<file path="config.mk">
export PLATFORM = sky130hd
export DESIGN_NAME = hsb_bank
export DESIGN_NICKNAME = d
export VERILOG_FILES = /design/src/logic/hsb_pkg.sv /design/src/logic/hsb_bank.sv
export SDC_FILE = /design/constraint.sdc
export NUM_CORES = 1
export LEC_CHECK = 0
export CAP_MARGIN = 20
export CORE_MARGIN = 4
export CORE_UTILIZATION = 40
export CTS_BUF_LIST = sky130_fd_sc_hd__clkbuf_16
export CTS_CLUSTER_DIAMETER = 60
export DETAILED_ROUTE_END_ITERATION = 6
export DONT_BUFFER_PORTS = 1
export PLACE_DENSITY = 0.66
export SYNTH_ARGS = -nofsm -noshare
export SYNTH_HDL_FRONTEND = slang
export SYNTH_SLANG_ARGS = --single-unit
</file>
<file path="constraint.sdc">
create_clock -name clock -period 28.2 [get_ports clock]
set_input_delay 1.41 -clock clock [delete_from_list [all_inputs] [get_ports clock]]
set_output_delay 1.41 -clock clock [all_outputs]
set_load 0.05 [all_outputs]
</file>
<file path="src/logic/hsb_pkg.sv">
// Purpose: Shared constants and carriers for the health and raw sensor bank
// Assumes: APB with 32-bit data, offsets are word indexes (byte = 4 * index)
// Notes:   All timing counts derive from the 10 MHz clock
package hsb_pkg;

  // ==========================================================================
  // Register indexes and bus geometry
  // ==========================================================================
  localparam logic [7:0] IDX_HEALTH     = 8'h55;  // Health word
  localparam logic [7:0] IDX_RATE_XY    = 8'h56;  // Rotation raw X/Y
  localparam logic [7:0] IDX_RATE_Z     = 8'h57;  // Rotation raw Z
  localparam logic [7:0] IDX_RATE_TS    = 8'h58;  // Rotation timestamp
  localparam logic [7:0] IDX_LIN_XY     = 8'h59;  // Linear raw X/Y
  localparam logic [7:0] IDX_LIN_Z      = 8'h5a;  // Linear raw Z
  localparam logic [7:0] IDX_LIN_TS     = 8'h5b;  // Linear timestamp
  localparam logic [7:0] IDX_FLD_XY     = 8'h5c;  // Field raw X/Y
  localparam logic [7:0] IDX_FLD_Z      = 8'h5d;  // Field raw Z
  localparam logic [7:0] IDX_FLD_TS     = 8'h5e;  // Field timestamp
  localparam logic [7:0] IDX_TEMP       = 8'h5f;  // Temperature
  localparam logic [7:0] IDX_TEMP_TS    = 8'h60;  // Temperature timestamp
  localparam logic [7:0] IDX_RATE_CAL_X = 8'h61;  // Calibrated rate X
  localparam logic [7:0] IDX_IRQ_STATUS = 8'h62;  // Event status, clear on read
  localparam logic [7:0] IDX_IRQ_MASK   = 8'h63;  // Event mask
  localparam int         ADDR_W         = 10;     // Byte address width
  localparam int         IDX_LSB        = 2;      // Word index starts here

  // ==========================================================================
  // Health word field positions
  // ==========================================================================
  localparam int HW_FIX_LSB  = 26;  // Satellites in fix, 31:26
  localparam int HW_HORIZONTAL_PRECISION_DILUTION_LSB = 16;  // Precision dilution, 25:16
  localparam int HW_VIS_LSB  = 10;  // Visible satellites, 15:10
  localparam int HW_OVF_BIT  = 8;   // Transmit overflow
  localparam int HW_FN_BIT   = 5;   // Field norm warning
  localparam int HW_AN_BIT   = 4;   // Acceleration norm warning
  localparam int HW_LF_BIT   = 3;   // Linear sensor init failure
  localparam int HW_RF_BIT   = 2;   // Rate sensor init failure
  localparam int HW_MF_BIT   = 1;   // Field sensor init failure
  localparam int HW_TO_BIT   = 0;   // Receiver timeout

  // ==========================================================================
  // Event bits of status and mask
  // ==========================================================================
  localparam int EV_TIMEOUT  = 0;   // Receiver timeout rose
  localparam int EV_OVF      = 1;   // Overflow rose
  localparam int EV_NORM     = 2;   // A norm warning rose
  localparam int EV_SAMPLE   = 3;   // New rotation sample captured
  localparam int EV_W        = 4;   // Event count

  // ==========================================================================
  // Timing
  // ==========================================================================
  localparam longint CLK_HZ        = 10000000;  // Clock rate
  localparam longint RX_TIMEOUT_MS = 2000;      // Receiver silence limit
  localparam longint RX_TIMEOUT_CYC = CLK_HZ * RX_TIMEOUT_MS / 1000;
  localparam int     TO_CNT_W      = 32;        // Timeout counter width

  localparam logic [31:0] ZERO_WORD = 32'h0000_0000;  // Reset / unmapped data

  // ==========================================================================
  // Carriers
  // ==========================================================================
  typedef struct packed {
    logic [15:0] x;  // Signed X sample
    logic [15:0] y;  // Signed Y sample
    logic [15:0] z;  // Signed Z sample
    logic [31:0] ts; // Float timestamp
  } hsb_axes_s;

  typedef struct packed {
    logic [5:0] fix_count;    // Satellites in fix
    logic [9:0] horizontal_precision_dilution;         // Precision times ten
    logic [5:0] vis_count;    // Visible satellites
  } hsb_gnss_s;

endpackage

</file>
<file path="src/logic/hsb_bank.sv">
// Purpose: Health and raw sensor register bank on APB, read-only except the event mask
// Assumes: Sensor front ends and receiver parser run on the same clock
// Notes:   Asynchronous status levels pass a two-flop synchroniser
//
// Added by the designer: the APB register port.
`timescale 1ns/1ps

// What this block does
// - Satellites in fix in bits 31:26
// - Precision dilution times ten in 25:16
// - Visible satellite count in bits 15:10
// - Overflow flag when traffic exceeds baud
// - Field norm warning bit 5
// - Acceleration norm warning bit 4
// - Linear sensor init failure bit 3
// - Rate sensor init failure bit 2
// - Field sensor init failure bit 1
// - Timeout after two silent seconds, bit 0
// - Any receiver packet clears timeout
// - Bits 9 and 7:6 read zero
// - X upper, Y lower, signed 16-bit
// - Z upper half, lower half zero
// - Per-sensor float timestamp word
// - Float temperature plus float timestamp
// - Calibrated X rotation rate as float
module hsb_bank
  import hsb_pkg::*;
#(
  parameter longint TIMEOUT_CYC = RX_TIMEOUT_CYC  // Receiver silence cycles
) (
  // Clock and reset
  input  wire logic              clock,
  input  wire logic              rst,
  // APB slave
  input  wire logic              psel,
  input  wire logic              penable,
  input  wire logic              pwrite,
  input  wire logic [ADDR_W-1:0] paddr,
  input  wire logic [31:0]       pwdata,
  output logic      [31:0]       prdata,
  output logic                   pready,
  output logic                   pslverr,
  // Sensor samples, each with one-cycle valid
  input  wire hsb_axes_s         rate_raw,
  input  wire logic              rate_valid,
  input  wire hsb_axes_s         linear_raw,
  input  wire logic              linear_valid,
  input  wire hsb_axes_s         field_raw,
  input  wire logic              field_valid,
  input  wire logic [31:0]       temperature,
  input  wire logic [31:0]       temperature_ts,
  input  wire logic              temperature_valid,
  input  wire logic [31:0]       rate_cal_x,
  input  wire logic              rate_cal_valid,
  // Receiver fix data and packet strobe
  input  wire hsb_gnss_s         gnss,
  input  wire logic              gnss_packet,
  // Status levels from other domains
  input  wire logic              transmit_overflow_flag,
  input  wire logic              field_norm_warning,
  input  wire logic              acceleration_norm_warning,
  input  wire logic              linear_init_fail,
  input  wire logic              rate_init_fail,
  input  wire logic              field_init_fail,
  // Interrupt
  output logic                   irq
);

  // ==========================================================================
  // State
  // ==========================================================================
  localparam int SY_W = 6;  // Synchronised status levels

  typedef struct packed {
    logic [SY_W-1:0]     sync1;      // First synchroniser stage
    logic [SY_W-1:0]     sync2;      // Second synchroniser stage
    logic [SY_W-1:0]     sync3;      // Delayed copy for edge detection
    hsb_gnss_s           gnss;       // Latched fix data
    logic                timeout;    // Receiver timeout flag
    logic [TO_CNT_W-1:0] silence;    // Cycles since last packet
    hsb_axes_s           rate;       // Rotation sample
    hsb_axes_s           linear;     // Linear sample
    hsb_axes_s           field;      // Field sample
    logic [31:0]         temp;       // Temperature
    logic [31:0]         temp_ts;    // Temperature time
    logic [31:0]         cal_x;      // Calibrated rate X
    logic [EV_W-1:0]     status;     // Sticky events
    logic [EV_W-1:0]     mask;       // Event mask
    logic [31:0]         rdata;      // Read data
    logic                ready;      // Access answered
    logic                err;        // Unmapped access or refused write
    logic                irq;        // Interrupt level
  } hsb_state_s;

  hsb_state_s state;       // Registered state
  hsb_state_s next_state;  // Next state

  localparam logic [TO_CNT_W-1:0] TO_LIMIT = TO_CNT_W'(TIMEOUT_CYC);

  // Health word assembly, reserved bits stay zero
  function automatic logic [31:0] health_word(input hsb_state_s s);
    logic [31:0] w;
    w = ZERO_WORD;
    w[HW_FIX_LSB +: 6]  = s.gnss.fix_count;
    w[HW_HORIZONTAL_PRECISION_DILUTION_LSB +: 10] = s.gnss.horizontal_precision_dilution;
    w[HW_VIS_LSB +: 6]  = s.gnss.vis_count;
    w[HW_OVF_BIT] = s.sync2[0];
    w[HW_FN_BIT]  = s.sync2[1];
    w[HW_AN_BIT]  = s.sync2[2];
    w[HW_LF_BIT]  = s.sync2[3];
    w[HW_RF_BIT]  = s.sync2[4];
    w[HW_MF_BIT]  = s.sync2[5];
    w[HW_TO_BIT]  = s.timeout;
    return w;
  endfunction

  // X/Y pair and Z word formats
  function automatic logic [31:0] xy_word(input hsb_axes_s a);
    return {a.x, a.y};
  endfunction

  function automatic logic [31:0] z_word(input hsb_axes_s a);
    return {a.z, 16'h0000};
  endfunction

  // ==========================================================================
  // Next-state logic
  // ==========================================================================
  always_comb begin
    logic [EV_W-1:0] ev;
    logic [7:0]      idx;
    logic            acc;
    logic            hit;
    logic [31:0]     rd;
    ev  = '0;
    idx = paddr[IDX_LSB +: 8];
    acc = psel && penable && !state.ready;
    hit = 1'b1;
    rd  = ZERO_WORD;
    next_state = state;
    // Synchronise asynchronous levels
    next_state.sync1 = {field_init_fail, rate_init_fail, linear_init_fail,
                        acceleration_norm_warning, field_norm_warning,
                        transmit_overflow_flag};
    next_state.sync2 = state.sync1;
    next_state.sync3 = state.sync2;
    // Receiver timeout tracking
    if (gnss_packet) begin
      next_state.gnss    = gnss;
      next_state.silence = '0;
      next_state.timeout = 1'b0;
    end else if (state.silence >= TO_LIMIT) begin
      next_state.timeout = 1'b1;
    end else begin
      next_state.silence = state.silence + 1'b1;
    end
    // Whole-word sample capture
    if (rate_valid) begin
      next_state.rate = rate_raw;
    end
    if (linear_valid) begin
      next_state.linear = linear_raw;
    end
    if (field_valid) begin
      next_state.field = field_raw;
    end
    if (temperature_valid) begin
      next_state.temp    = temperature;
      next_state.temp_ts = temperature_ts;
    end
    if (rate_cal_valid) begin
      next_state.cal_x = rate_cal_x;
    end
    // Rising-edge events, plus the rotation sample strobe
    ev[EV_TIMEOUT] = next_state.timeout && !state.timeout;
    // Edges taken past the second stage only, never from the first
    ev[EV_OVF]     = state.sync2[0] && !state.sync3[0];
    ev[EV_NORM]    = |(state.sync2[2:1] & ~state.sync3[2:1]);
    ev[EV_SAMPLE]  = rate_valid;
    // Register read decode
    unique case (idx)
      IDX_HEALTH:     rd = health_word(state);
      IDX_RATE_XY:    rd = xy_word(state.rate);
      IDX_RATE_Z:     rd = z_word(state.rate);
      IDX_RATE_TS:    rd = state.rate.ts;
      IDX_LIN_XY:     rd = xy_word(state.linear);
      IDX_LIN_Z:      rd = z_word(state.linear);
      IDX_LIN_TS:     rd = state.linear.ts;
      IDX_FLD_XY:     rd = xy_word(state.field);
      IDX_FLD_Z:      rd = z_word(state.field);
      IDX_FLD_TS:     rd = state.field.ts;
      IDX_TEMP:       rd = state.temp;
      IDX_TEMP_TS:    rd = state.temp_ts;
      IDX_RATE_CAL_X: rd = state.cal_x;
      IDX_IRQ_STATUS: rd = {{(32-EV_W){1'b0}}, state.status};
      IDX_IRQ_MASK:   rd = {{(32-EV_W){1'b0}}, state.mask};
      default:        hit = 1'b0;
    endcase
    // Access phase answered in its second cycle, one wait state
    next_state.ready = acc;
    next_state.err   = 1'b0;
    next_state.rdata = ZERO_WORD;
    next_state.status = state.status;
    if (acc) begin
      // Writes to read-only words are refused
      next_state.err = !hit || (pwrite && idx != IDX_IRQ_MASK);
      if (!pwrite && hit) begin
        next_state.rdata = rd;
        if (idx == IDX_IRQ_STATUS) begin
          next_state.status = '0;                     // Clear on read
        end
      end
      if (pwrite && idx == IDX_IRQ_MASK) begin
        next_state.mask = pwdata[EV_W-1:0];
      end
    end
    // Set wins over clear
    next_state.status = next_state.status | ev;
    next_state.irq    = |(next_state.status & next_state.mask);
  end

  // ==========================================================================
  // State register
  // ==========================================================================
  always_ff @(posedge clock or posedge rst) begin
    if (rst) begin
      state <= '0;
    end else begin
      state <= next_state;
    end
  end

  // Outputs straight from flops
  assign prdata  = state.rdata;
  assign pready  = state.ready;
  assign pslverr = state.err;
  assign irq     = state.irq;

  // ==========================================================================
  // Checks
  // ==========================================================================
  chk_timeout_sets: assert property (@(posedge clock) disable iff (rst)
    (!gnss_packet && state.silence >= TO_LIMIT) |=> state.timeout)
    else $error("timeout flag did not set");
  chk_packet_clears: assert property (@(posedge clock) disable iff (rst)
    gnss_packet |=> !state.timeout ##0 state.silence == '0)
    else $error("packet did not clear timeout");
  chk_reserved_zero: assert property (@(posedge clock) disable iff (rst)
    (pready && !pslverr && $past(paddr[IDX_LSB +: 8]) == IDX_HEALTH)
      |-> (prdata[9] == 1'b0 && prdata[7:6] == 2'b00))
    else $error("reserved health bits not zero");
  chk_fix_field: assert property (@(posedge clock) disable iff (rst)
    (pready && $past(paddr[IDX_LSB +: 8]) == IDX_HEALTH && $past(!pwrite))
      |-> prdata[31:26] == $past(state.gnss.fix_count))
    else $error("fix count misplaced");
  chk_horizontal_precision_dilution_field: assert property (@(posedge clock) disable iff (rst)
    (pready && $past(paddr[IDX_LSB +: 8]) == IDX_HEALTH && $past(!pwrite))
      |-> (prdata[25:16] == $past(state.gnss.horizontal_precision_dilution)
           && prdata[15:10] == $past(state.gnss.vis_count)))
    else $error("precision or visible count misplaced");
  chk_ovf_follows: assert property (@(posedge clock) disable iff (rst)
    $rose(transmit_overflow_flag) ##1 transmit_overflow_flag
      |=> state.sync2[0])
    else $error("overflow not reflected");
  chk_init_fail: assert property (@(posedge clock) disable iff (rst)
    (linear_init_fail && rate_init_fail && field_init_fail)[*3]
      |-> state.sync2[5:3] == 3'b111)
    else $error("init failure not reflected");
  chk_norm_flags: assert property (@(posedge clock) disable iff (rst)
    (field_norm_warning && acceleration_norm_warning)[*3]
      |-> state.sync2[2:1] == 2'b11)
    else $error("norm warning not reflected");
  chk_xy_coherent: assert property (@(posedge clock) disable iff (rst)
    rate_valid |=> {state.rate.x, state.rate.y} == $past({rate_raw.x, rate_raw.y}))
    else $error("axis pair not captured together");
  chk_temp_pair: assert property (@(posedge clock) disable iff (rst)
    temperature_valid |=> state.temp == $past(temperature)
      && state.temp_ts == $past(temperature_ts))
    else $error("temperature pair mismatch");
  chk_ready_once: assert property (@(posedge clock) disable iff (rst)
    (psel && penable && !pready) |=> pready ##1 !pready)
    else $error("ready not a single pulse");

  cov_timeout: cover property (@(posedge clock) disable iff (rst) $rose(state.timeout));
  cov_health_read: cover property (@(posedge clock) disable iff (rst)
    pready && !pslverr && $past(paddr[IDX_LSB +: 8]) == IDX_HEALTH);
  cov_irq: cover property (@(posedge clock) disable iff (rst) $rose(irq));
  cov_unmapped: cover property (@(posedge clock) disable iff (rst) pready && pslverr);

endmodule

</file>
== After elaboration in Yosys (flattened, before gate mapping) ==
Index checks and enable logic that the tools add are counted.

* Order comparisons: 1
* Eq/ne operators: 17
* Muxes and demuxes: 11
* Bitwise logic cells: 4
* $add $sub $neg: 1
* Reductions and logical operators: 16

{| class="wikitable"
|+ Operators by type and width
! cell !! number
|-
| 32-bit case mux with 15 select lines || 1
|-
| 8-bit by 7-bit equality test with 1-bit output, second input constant || 15
|-
| 32-bit two-way mux || 2
|-
| 40-bit two-way mux || 1
|-
| 33-bit two-way mux || 1
|-
| 32-bit by 1-bit adder with 32-bit output, second input constant || 1
|-
| 32-bit by 25-bit >= comparator with 1-bit output, second input constant || 1
|-
| 15-bit OR reduction || 1
|-
| 4-bit two-way mux || 3
|-
| 8-bit by 7-bit inequality test with 1-bit output, second input constant || 1
|-
| 1-bit logical AND || 7
|-
| 1-bit zero test || 5
|-
| 4-bit AND || 1
|-
| 4-bit OR || 1
|-
| 4-bit OR reduction || 1
|-
| 1-bit two-way mux || 3
|-
| 2-bit AND || 1
|-
| 2-bit inequality test, second input constant || 1
|-
| 2-bit NOT || 1
|-
| 2-bit OR reduction || 1
|-
| 1-bit logical OR || 1
|}

* Flip-flop bits (word level): 449
* Bits of input ports: 417
* Output and inout bits: 35
* Word-level logic and storage cells: 79

== Depth between registers and ports, before layout ==
Gate-level depths: netlist of the first run.

* Word-level depth: 9
* Gate-level depth with buffers: 9
* Mapped depth without buffers: 5

== Least setup slack after synthesis of the first run ==
OpenSTA, ideal clock, no wires.

* Kind: input to register
* From: in paddr[5]
* To: reg state, in the netlist irq
* Data required time: 28074 ps
* Arrival: 3330 ps
* Stages: 7
* Setup slack: 24744 ps
* Path buffers: 2
* Setup time: 126 ps
* Path through: buf_6 or4b_1 buf_4 nor4_4 mux2_4 a22o_1 a221o_1

{| class="wikitable"
|+ RTL lines
! what !! line !! RTL
|-
| start, declared || hsb_bank.sv:38 || <nowiki>input wire logic [ADDR_W-1:0] paddr,</nowiki>
|-
| end signal, assigned || hsb_bank.sv:229 || <nowiki>state <= next_state;</nowiki>
|-
| end, declared || hsb_bank.sv:95 || <nowiki>hsb_state_s state;</nowiki>
|}

==> results of run 1 <==
-- logic make-up (layout without fill, tap and decap cells) --
family          count (synthesis)  count (layout)  synth area share (%)
compound gates                258             258                  9.01
xor+xnor                        5               5                 0.218
fa+ha+maj                       2               2                 0.125
buf+inv                       155             129                  3.71
flops                         449             449                  56.0
mux                           428             428                  24.3
other cells                     0              13                     0
simple gates                  241             241                  6.66
-- flip-flops by register name, indices dropped and copies added, names as in the netlist --
| signal | cells |
|---|---|
| irq | 1 |
| pready | 1 |
| state | 402 |
| next_state | 12 |
| prdata | 32 |
| pslverr | 1 |
-- metrics by stage --
step           setup slack [ns]  power (mW)  hold WS, ns  cell area, um^2  cells
2_1_floorplan             14.28       0.833        0.331            20100   1538
3_3_place_gp              24.11       0.846        0.334            20400   2085
3_5_place_dp              24.11       0.853        0.337            20400   2086
4_1_cts                   24.73        1.54        0.346            22200   2175
5_1_grt                   24.61        1.58        0.355            22200   2186
6_report                  24.67        1.52        0.349            22200   2189
-- worst min path at each step --
| stage | from | end | cells after the start |
|---|---|---|---|
| after detailed placement | next_state[440] | next_state[434] | 0 |
| after floorplan | next_state[440] | next_state[434] | 0 |
| after CTS | next_state[441] | next_state[435] | 0 |
| after global placement | next_state[440] | next_state[434] | 0 |
| final | next_state[441] | next_state[435] | 0 |
| after global routing | next_state[445] | next_state[439] | 0 |
-- synth_stat cells (4+ instances only) --
cell,instances
mux4_2,8
and3_1,10
a22o_1,15
a211oi_1,4
a31oi_1,27
nor4_1,6
a221o_1,9
o22a_1,4
clkbuf_1,81
nand4_1,14
nor3_1,16
a32oi_1,5
o2bb2ai_1,4
a22oi_1,41
a21oi_1,53
nor2b_1,16
buf_2,13
buf_4,35
dfrtp_1,449
a21o_1,7
or4_1,6
o21ai_0,31
mux2_2,386
and4_1,5
nor3_2,4
nor2_1,31
o22ai_1,7
o31ai_1,7
or3_1,14
nand2_1,48
inv_1,13
a221oi_1,19
mux2i_1,31
buf_1,10
nand3_1,52
-- metal layers --
metal / up-vias / GRT usage (%) / part of all wire [%]
li1: 5581 / - / -
met1: 7121 / 34.8 / 43
met2: 591 / 39.3 / 46
met3: 129 / 7.20 / 8.2
met4: 22 / 7.19 / 2.5
met5: - / 0 / 0.23
-- report_power, final --
part	internal, mW	switching, mW	total [mW]
sequential	0.698	0.0304	0.728
combinational	0.0639	0.0493	0.113
clock	0.409	0.274	0.683
total	1.17	0.354	1.52
-- layout make-up --
cell class	instances	share of cell area (%)
Sequential cell	449	50.6
Clock inverter	37	1.86
Timing Repair Buffer	26	0.896
Inverter	14	0.271
Multi-Input combinational cell	934	36.6
Tap cell	664	3.74
Clock buffer	52	5.86
Antenna cell	13	0.147
==> run_results.csv, run 1 <==
group,metric,value,unit
run_status,status,"completed",
worst_setup_path,worstRegToRegCells,5,
sta,fmax,0.283,GHz
worst_setup_path,endpoint,"prdata[13]",
worst_setup_path,cp-end-kind,"flip-flop",
logic_synthesis,synth-seq-cells,449,
worst_setup_path,r2r_start,"state[408]",
layout,layout_commonest_cell,"dfrtp_1",
layout,mostFrequentLayoutCells,"dfrtp_1 (449), mux2_2 (386), a21oi_1 (53)",
worst_setup_path,critPathSlowestCell,"or4b_1",
clocking,cts_tree,"yes",
clocking,ctsResizeCount,0,
worst_setup_path,worstSetupStartpointType,"input port",
logic_synthesis,synth_area_per_cell,13.1,um^2
grt,first_global_vias,13796,
layout,areaGrowthSynthToFinish,10.6,%
worst_setup_path,cp.arrival,4.01,ns
sta,timing.final.crit_share,12.5,%
logic_synthesis,synth_cells,1538,
logic_synthesis,synth_cell_types,73,
clocking,clk-insertion-delay-late,0.58,ns
sta,layout_min_cycle_time,3.53,ns
die,die_h,232,um
worst_setup_path,path_class,"in -> reg",
sta,final_max_slew_viol_count,0,
logic_synthesis,ys_warn_count,0,
run,maxCapViolations,0,
logic_synthesis,synth_top_area_share,56.0,%
sta,fin_tns_setup,0,ns
logic_synthesis,synthTopCellsByArea,"dfrtp_1 (56%), mux2_2 (22%), mux2i_1 (1.5%), a22oi_1 (1.5%), clkbuf_1 (1.5%)",
detailed_routing,drtIter0Drc,1270,
power,p_per_area,68.7,nW/um^2
sta,rsz0062_at_grt,"false",
logic_synthesis,netlist_area,20100,um^2
sta,report.final.hold_viol_count,0,
detailed_routing,dr_total_vias,13444,
grt,grt_pass1_wl,98900,um
place,portBuffers,0,
die,initial_core_util,40.8,%
grt,grt_use_total,25.3,%
layout,utilization,45.1,%
detailed_routing,detail_route.vias_per_cell,6.14,
grt,grt_max_degree,93,
power,ir_worst_vdd,0.0000570,V
sta,slew_headroom,32.8,%
logic_synthesis,synth_fp_nets,1957,
clocking,root_buffer,"clkbuf_16",
logic_synthesis,synth_top_cell_by_area,"dfrtp_1",
worst_setup_path,cp_top_family,"simple AND/OR/NAND/NOR gates",
clocking,cts_sinks,449,
detailed_routing,drc,0,
worst_setup_path,worstReg2RegEnd,"state[394]",
die,die_area,53800,um^2
layout,multiInputGateArea,8130,um^2
layout,seq_area,11200,um^2
place,place.gp.congestion,0.835,
clocking,numCtsBuffers,51,
place,dp_hpwl,47800,um
power,p_leak,8.93,nW
die,core_area,49300,um^2
clocking,cts.htree.levels,2,
grt,antenna_found_initial,25,
worst_hold_path,hold_class,"reg -> reg",
clocking,path_clk_slew,0.06,ns
worst_setup_path,worstPathCellList,"or4b_1, nor2_4, buf_4, a221oi_1, or3_1, a31oi_1",
die,die_width,232,um
sta,skew,0.0115,ns
worst_setup_path,cp.buffers_inverters,1,
sta,finalSetupViolations,0,
layout,drive_above_1_share,33.9,%
clocking,cts_buffer_depth,3,
worst_setup_path,path_depth,6,
logic_synthesis,seq_area_frac_synth,56.0,%
clocking,cts_hold_buf,0,
layout,nFillCells,4459,
layout,nNetsFinal,1895,
sta,tightest_slew,1.01,ns
worst_setup_path,crit_start,"paddr[4]",
detailed_routing,drtPass1Iterations,5,
grt,globalRouteOverflowTotal,0,
worst_setup_path,worst-path-max-fanout,32,
detailed_routing,ant_nets,0,
logic_synthesis,synth_flop_cell,"dfrtp_1",
clocking,post-cts-setup-buffer-count,0,
die,io_pins,452,
worst_setup_path,required,28.68,ns
die,row_count,81,
detailed_routing,routed_wl,69800,um
worst_setup_path,r2r_setup_slack,25.34,ns
detailed_routing,wire_per_inst,31.9,um
worst_setup_path,max_stage_delay,0.74,ns
logic_synthesis,ys_async_sr_fraction,100,%
logic_synthesis,synth_edf_count,0,
(Power assumes the default switching activity.)
==> run 2, diff against run 1 <==
Settings changed: ABC_AREA from default to 1.
Clock period 28.2 ns to 3.65 ns, I/O delays scaled along.
==> run_results.csv, run 2 <==
group,metric,value,unit
layout,areaGrowthSynthToFinish,31.8,%
clocking,cts.htree.levels,2,
logic_synthesis,synth-seq-cells,449,
place,portBuffers,0,
layout,seq_area,11200,um^2
detailed_routing,wire_per_inst,22.3,um
grt,top_usage_layer,"met2",
run_status,status,"completed",
die,initial_core_util,40.7,%
run,maxCapViolations,0,
worst_hold_path,hp-start,"rate_cal_valid",
sta,skew,0.0217,ns
logic_synthesis,yosysMostFrequentCell,"nand2_1",
detailed_routing,routed_wl,71100,um
logic_synthesis,synth_area_per_cell,9.01,um^2
detailed_routing,detail_route.vias_per_cell,5.46,
layout,mostFrequentLayoutCells,"nand2_1 (485), dfrtp_1 (449), dlygate4sd3_1 (410)",
clocking,cts_tree,"yes",
grt,grt_max_degree,143,
logic_synthesis,ys_top_cells_by_count,"nand2_1 (485), dfrtp_1 (449), inv_1 (323)",
logic_synthesis,synthTopCellsByArea,"dfrtp_1 (57%), nand2_1 (9.3%), o21ai_0 (7.8%), inv_1 (6.2%), mux2_2 (4.2%)",
worst_setup_path,cp.buffers_inverters,2,
sta,fin_tns_setup,0,ns
worst_setup_path,worstReg2RegEnd,"state[395]",
worst_setup_path,worstRegToRegCells,10,
layout,nNetsFinal,2940,
grt,grt_pass1_wl,108000,um
detailed_routing,drc,0,
grt,antenna_found_initial,17,
sta,fin_hold_ws,0.0410,ns
layout,nFillCells,3983,
sta,layout_min_cycle_time,2.51,ns
layout,regMostFlops,"state",
logic_synthesis,synth_cells,2170,
worst_setup_path,worstPathCellList,"ha_1, nand3_1, inv_1, nand2_1, nor2_1, nand2_1, nor2_1, nand4_1, nor3b_2, dlygate4sd3_1",
logic_synthesis,synth_cell_types,39,
logic_synthesis,synth_top_area_share,57.5,%
worst_setup_path,critPathSlowestCell,"dlygate4sd3_1",
die,die_area,52500,um^2
detailed_routing,dr_total_vias,17426,
clocking,path_clk_slew,0.06,ns
logic_synthesis,synth_flop_cell,"dfrtp_1",
worst_setup_path,worst-path-max-fanout,5,
worst_setup_path,r2r_setup_slack,1.14,ns
die,row_count,80,
grt,use_met3,5.67,%
sta,setup_ws,1.14,ns
detailed_routing,drtIter0Drc,1905,
layout,layout_commonest_cell,"nand2_1",
die,die_width,229,um
detailed_routing,ant_nets,0,
grt,grtUsageMet2,43.2,%
worst_setup_path,path_class,"reg -> reg",
worst_hold_path,timing.hold.worst_path_depth,3,
clocking,numCtsBuffers,51,
grt,first_global_vias,18403,
layout,largest_reg_flops,402,
power,power,11.8,mW
worst_setup_path,required,4.11,ns
place,dp_hpwl,46000,um
die,core_area,48000,um^2
clocking,clk-insertion-delay-late,0.58,ns
clocking,root_buffer,"clkbuf_16",
worst_setup_path,worstSetupStartpointType,"flip-flop",
worst_setup_path,max_stage_delay,0.56,ns
die,die_h,229,um
clocking,cts_buffer_depth,3,
worst_hold_path,min_to,"state[65]",
layout,multiInputGateArea,6390,um^2
place,dp_worst_setup_slack,1.04,ns
sta,report.final.hold_viol_count,0,
clocking,post-cts-setup-buffer-count,0,
logic_synthesis,ys_async_sr_fraction,100,%
grt,globalRouteOverflowTotal,0,
sta,final_max_slew_viol_count,0,
logic_synthesis,netlist_area,19600,um^2
power,ir_worst_vdd,0.000388,V
worst_setup_path,cp-end-kind,"flip-flop",
worst_setup_path,r2r_start,"state[380]",
place,place.gp.congestion,0.873,
worst_setup_path,cp.arrival,2.97,ns
sta,fmax,0.399,GHz
grt,grt_use_total,26.6,%
logic_synthesis,seq_area_frac_synth,57.5,%
worst_setup_path,cp_top_family,"simple AND/OR/NAND/NOR gates",
logic_synthesis,synth_edf_count,0,
power,p_leak,12.0,nW
sta,timing.final.crit_share,68.7,%
detailed_routing,drtPass1Iterations,6,
sta,slew_headroom,37.4,%
sta,rsz0062_at_grt,"false",
logic_synthesis,synth_top_cell_by_area,"dfrtp_1",
power,p_per_area,459,nW/um^2
logic_synthesis,synth_fp_nets,2589,
worst_hold_path,hold_class,"in -> reg",
clocking,cts_hold_buf,416,
sta,finalSetupViolations,0,
die,io_pins,452,
logic_synthesis,ys_warn_count,0,
clocking,ctsResizeCount,0,
grt,grt_util_met1,33.1,%
layout,drive_above_1_share,7.93,%
clocking,cts_sinks,449,
sta,tightest_slew,0.932,ns
-- run 2: per-layer routing --
metal	wire, um	share of wire, %	vias to the layer above
met5	34	0.048	-
met3	5880	8.3	249
met2	33600	47	1025
li1	-	-	7695
met1	27300	38	8451
met4	4330	6.1	6
-- run 2: final cells by class --
type | instances | area share, %
clock inverters | 38 | 1.27
multi-input cells | 1253 | 24.8
repair buffers | 436 | 17.3
flip-flops and latches | 449 | 43.6
well taps | 615 | 2.98
diodes | 15 | 0.146
inverters | 330 | 4.82
clock buffers | 53 | 5.14
-- run 2: how the worst max path moves through the flow --
stage	start	to	slack, ns	depth (start not counted)
after detailed placement	paddr[9]	prdata[29]	1.04	10
final	state[380]	state[395]	1.14	10
after floorplan	rst	irq	-2.60	1
after global placement	paddr[9]	prdata[23]	1.11	10
after global routing	state[379]	state[395]	0.92	10
after CTS	state[379]	state[395]	1.22	10
-- run 2: power by group --
part,switching [mW],internal (mW),leakage [nW]
clock network,2.11,2.98,0.830
registers,0.156,5.36,5.53
logic,0.665,0.556,5.60
total,2.93,8.89,12.0
-- run 2: worst min-delay path, cell delays in order --
cell     delay (ns)
buf_16         0.19
nand2_1        0.10
o21ai_0        0.07
-- run 2: logic make-up after synthesis --
family,after synthesis,share of synthesized area [%]
simple gates,652,13.5
compound gates,522,14.6
buf+inv,468,9.87
flops,449,57.5
mux,73,4.20
xor+xnor,4,0.179
fa+ha+maj,2,0.128
-- run 2: stage by stage --
stage | area (um^2) | utilization (%) | cells
after CTS | 25700 | 53.6 | 3174
after global placement | 19800 | 41.3 | 2667
final | 25800 | 53.7 | 3189
after detailed placement | 19800 | 41.3 | 2667
after floorplan | 19600 | - | 2170
after global routing | 25800 | 53.6 | 3185
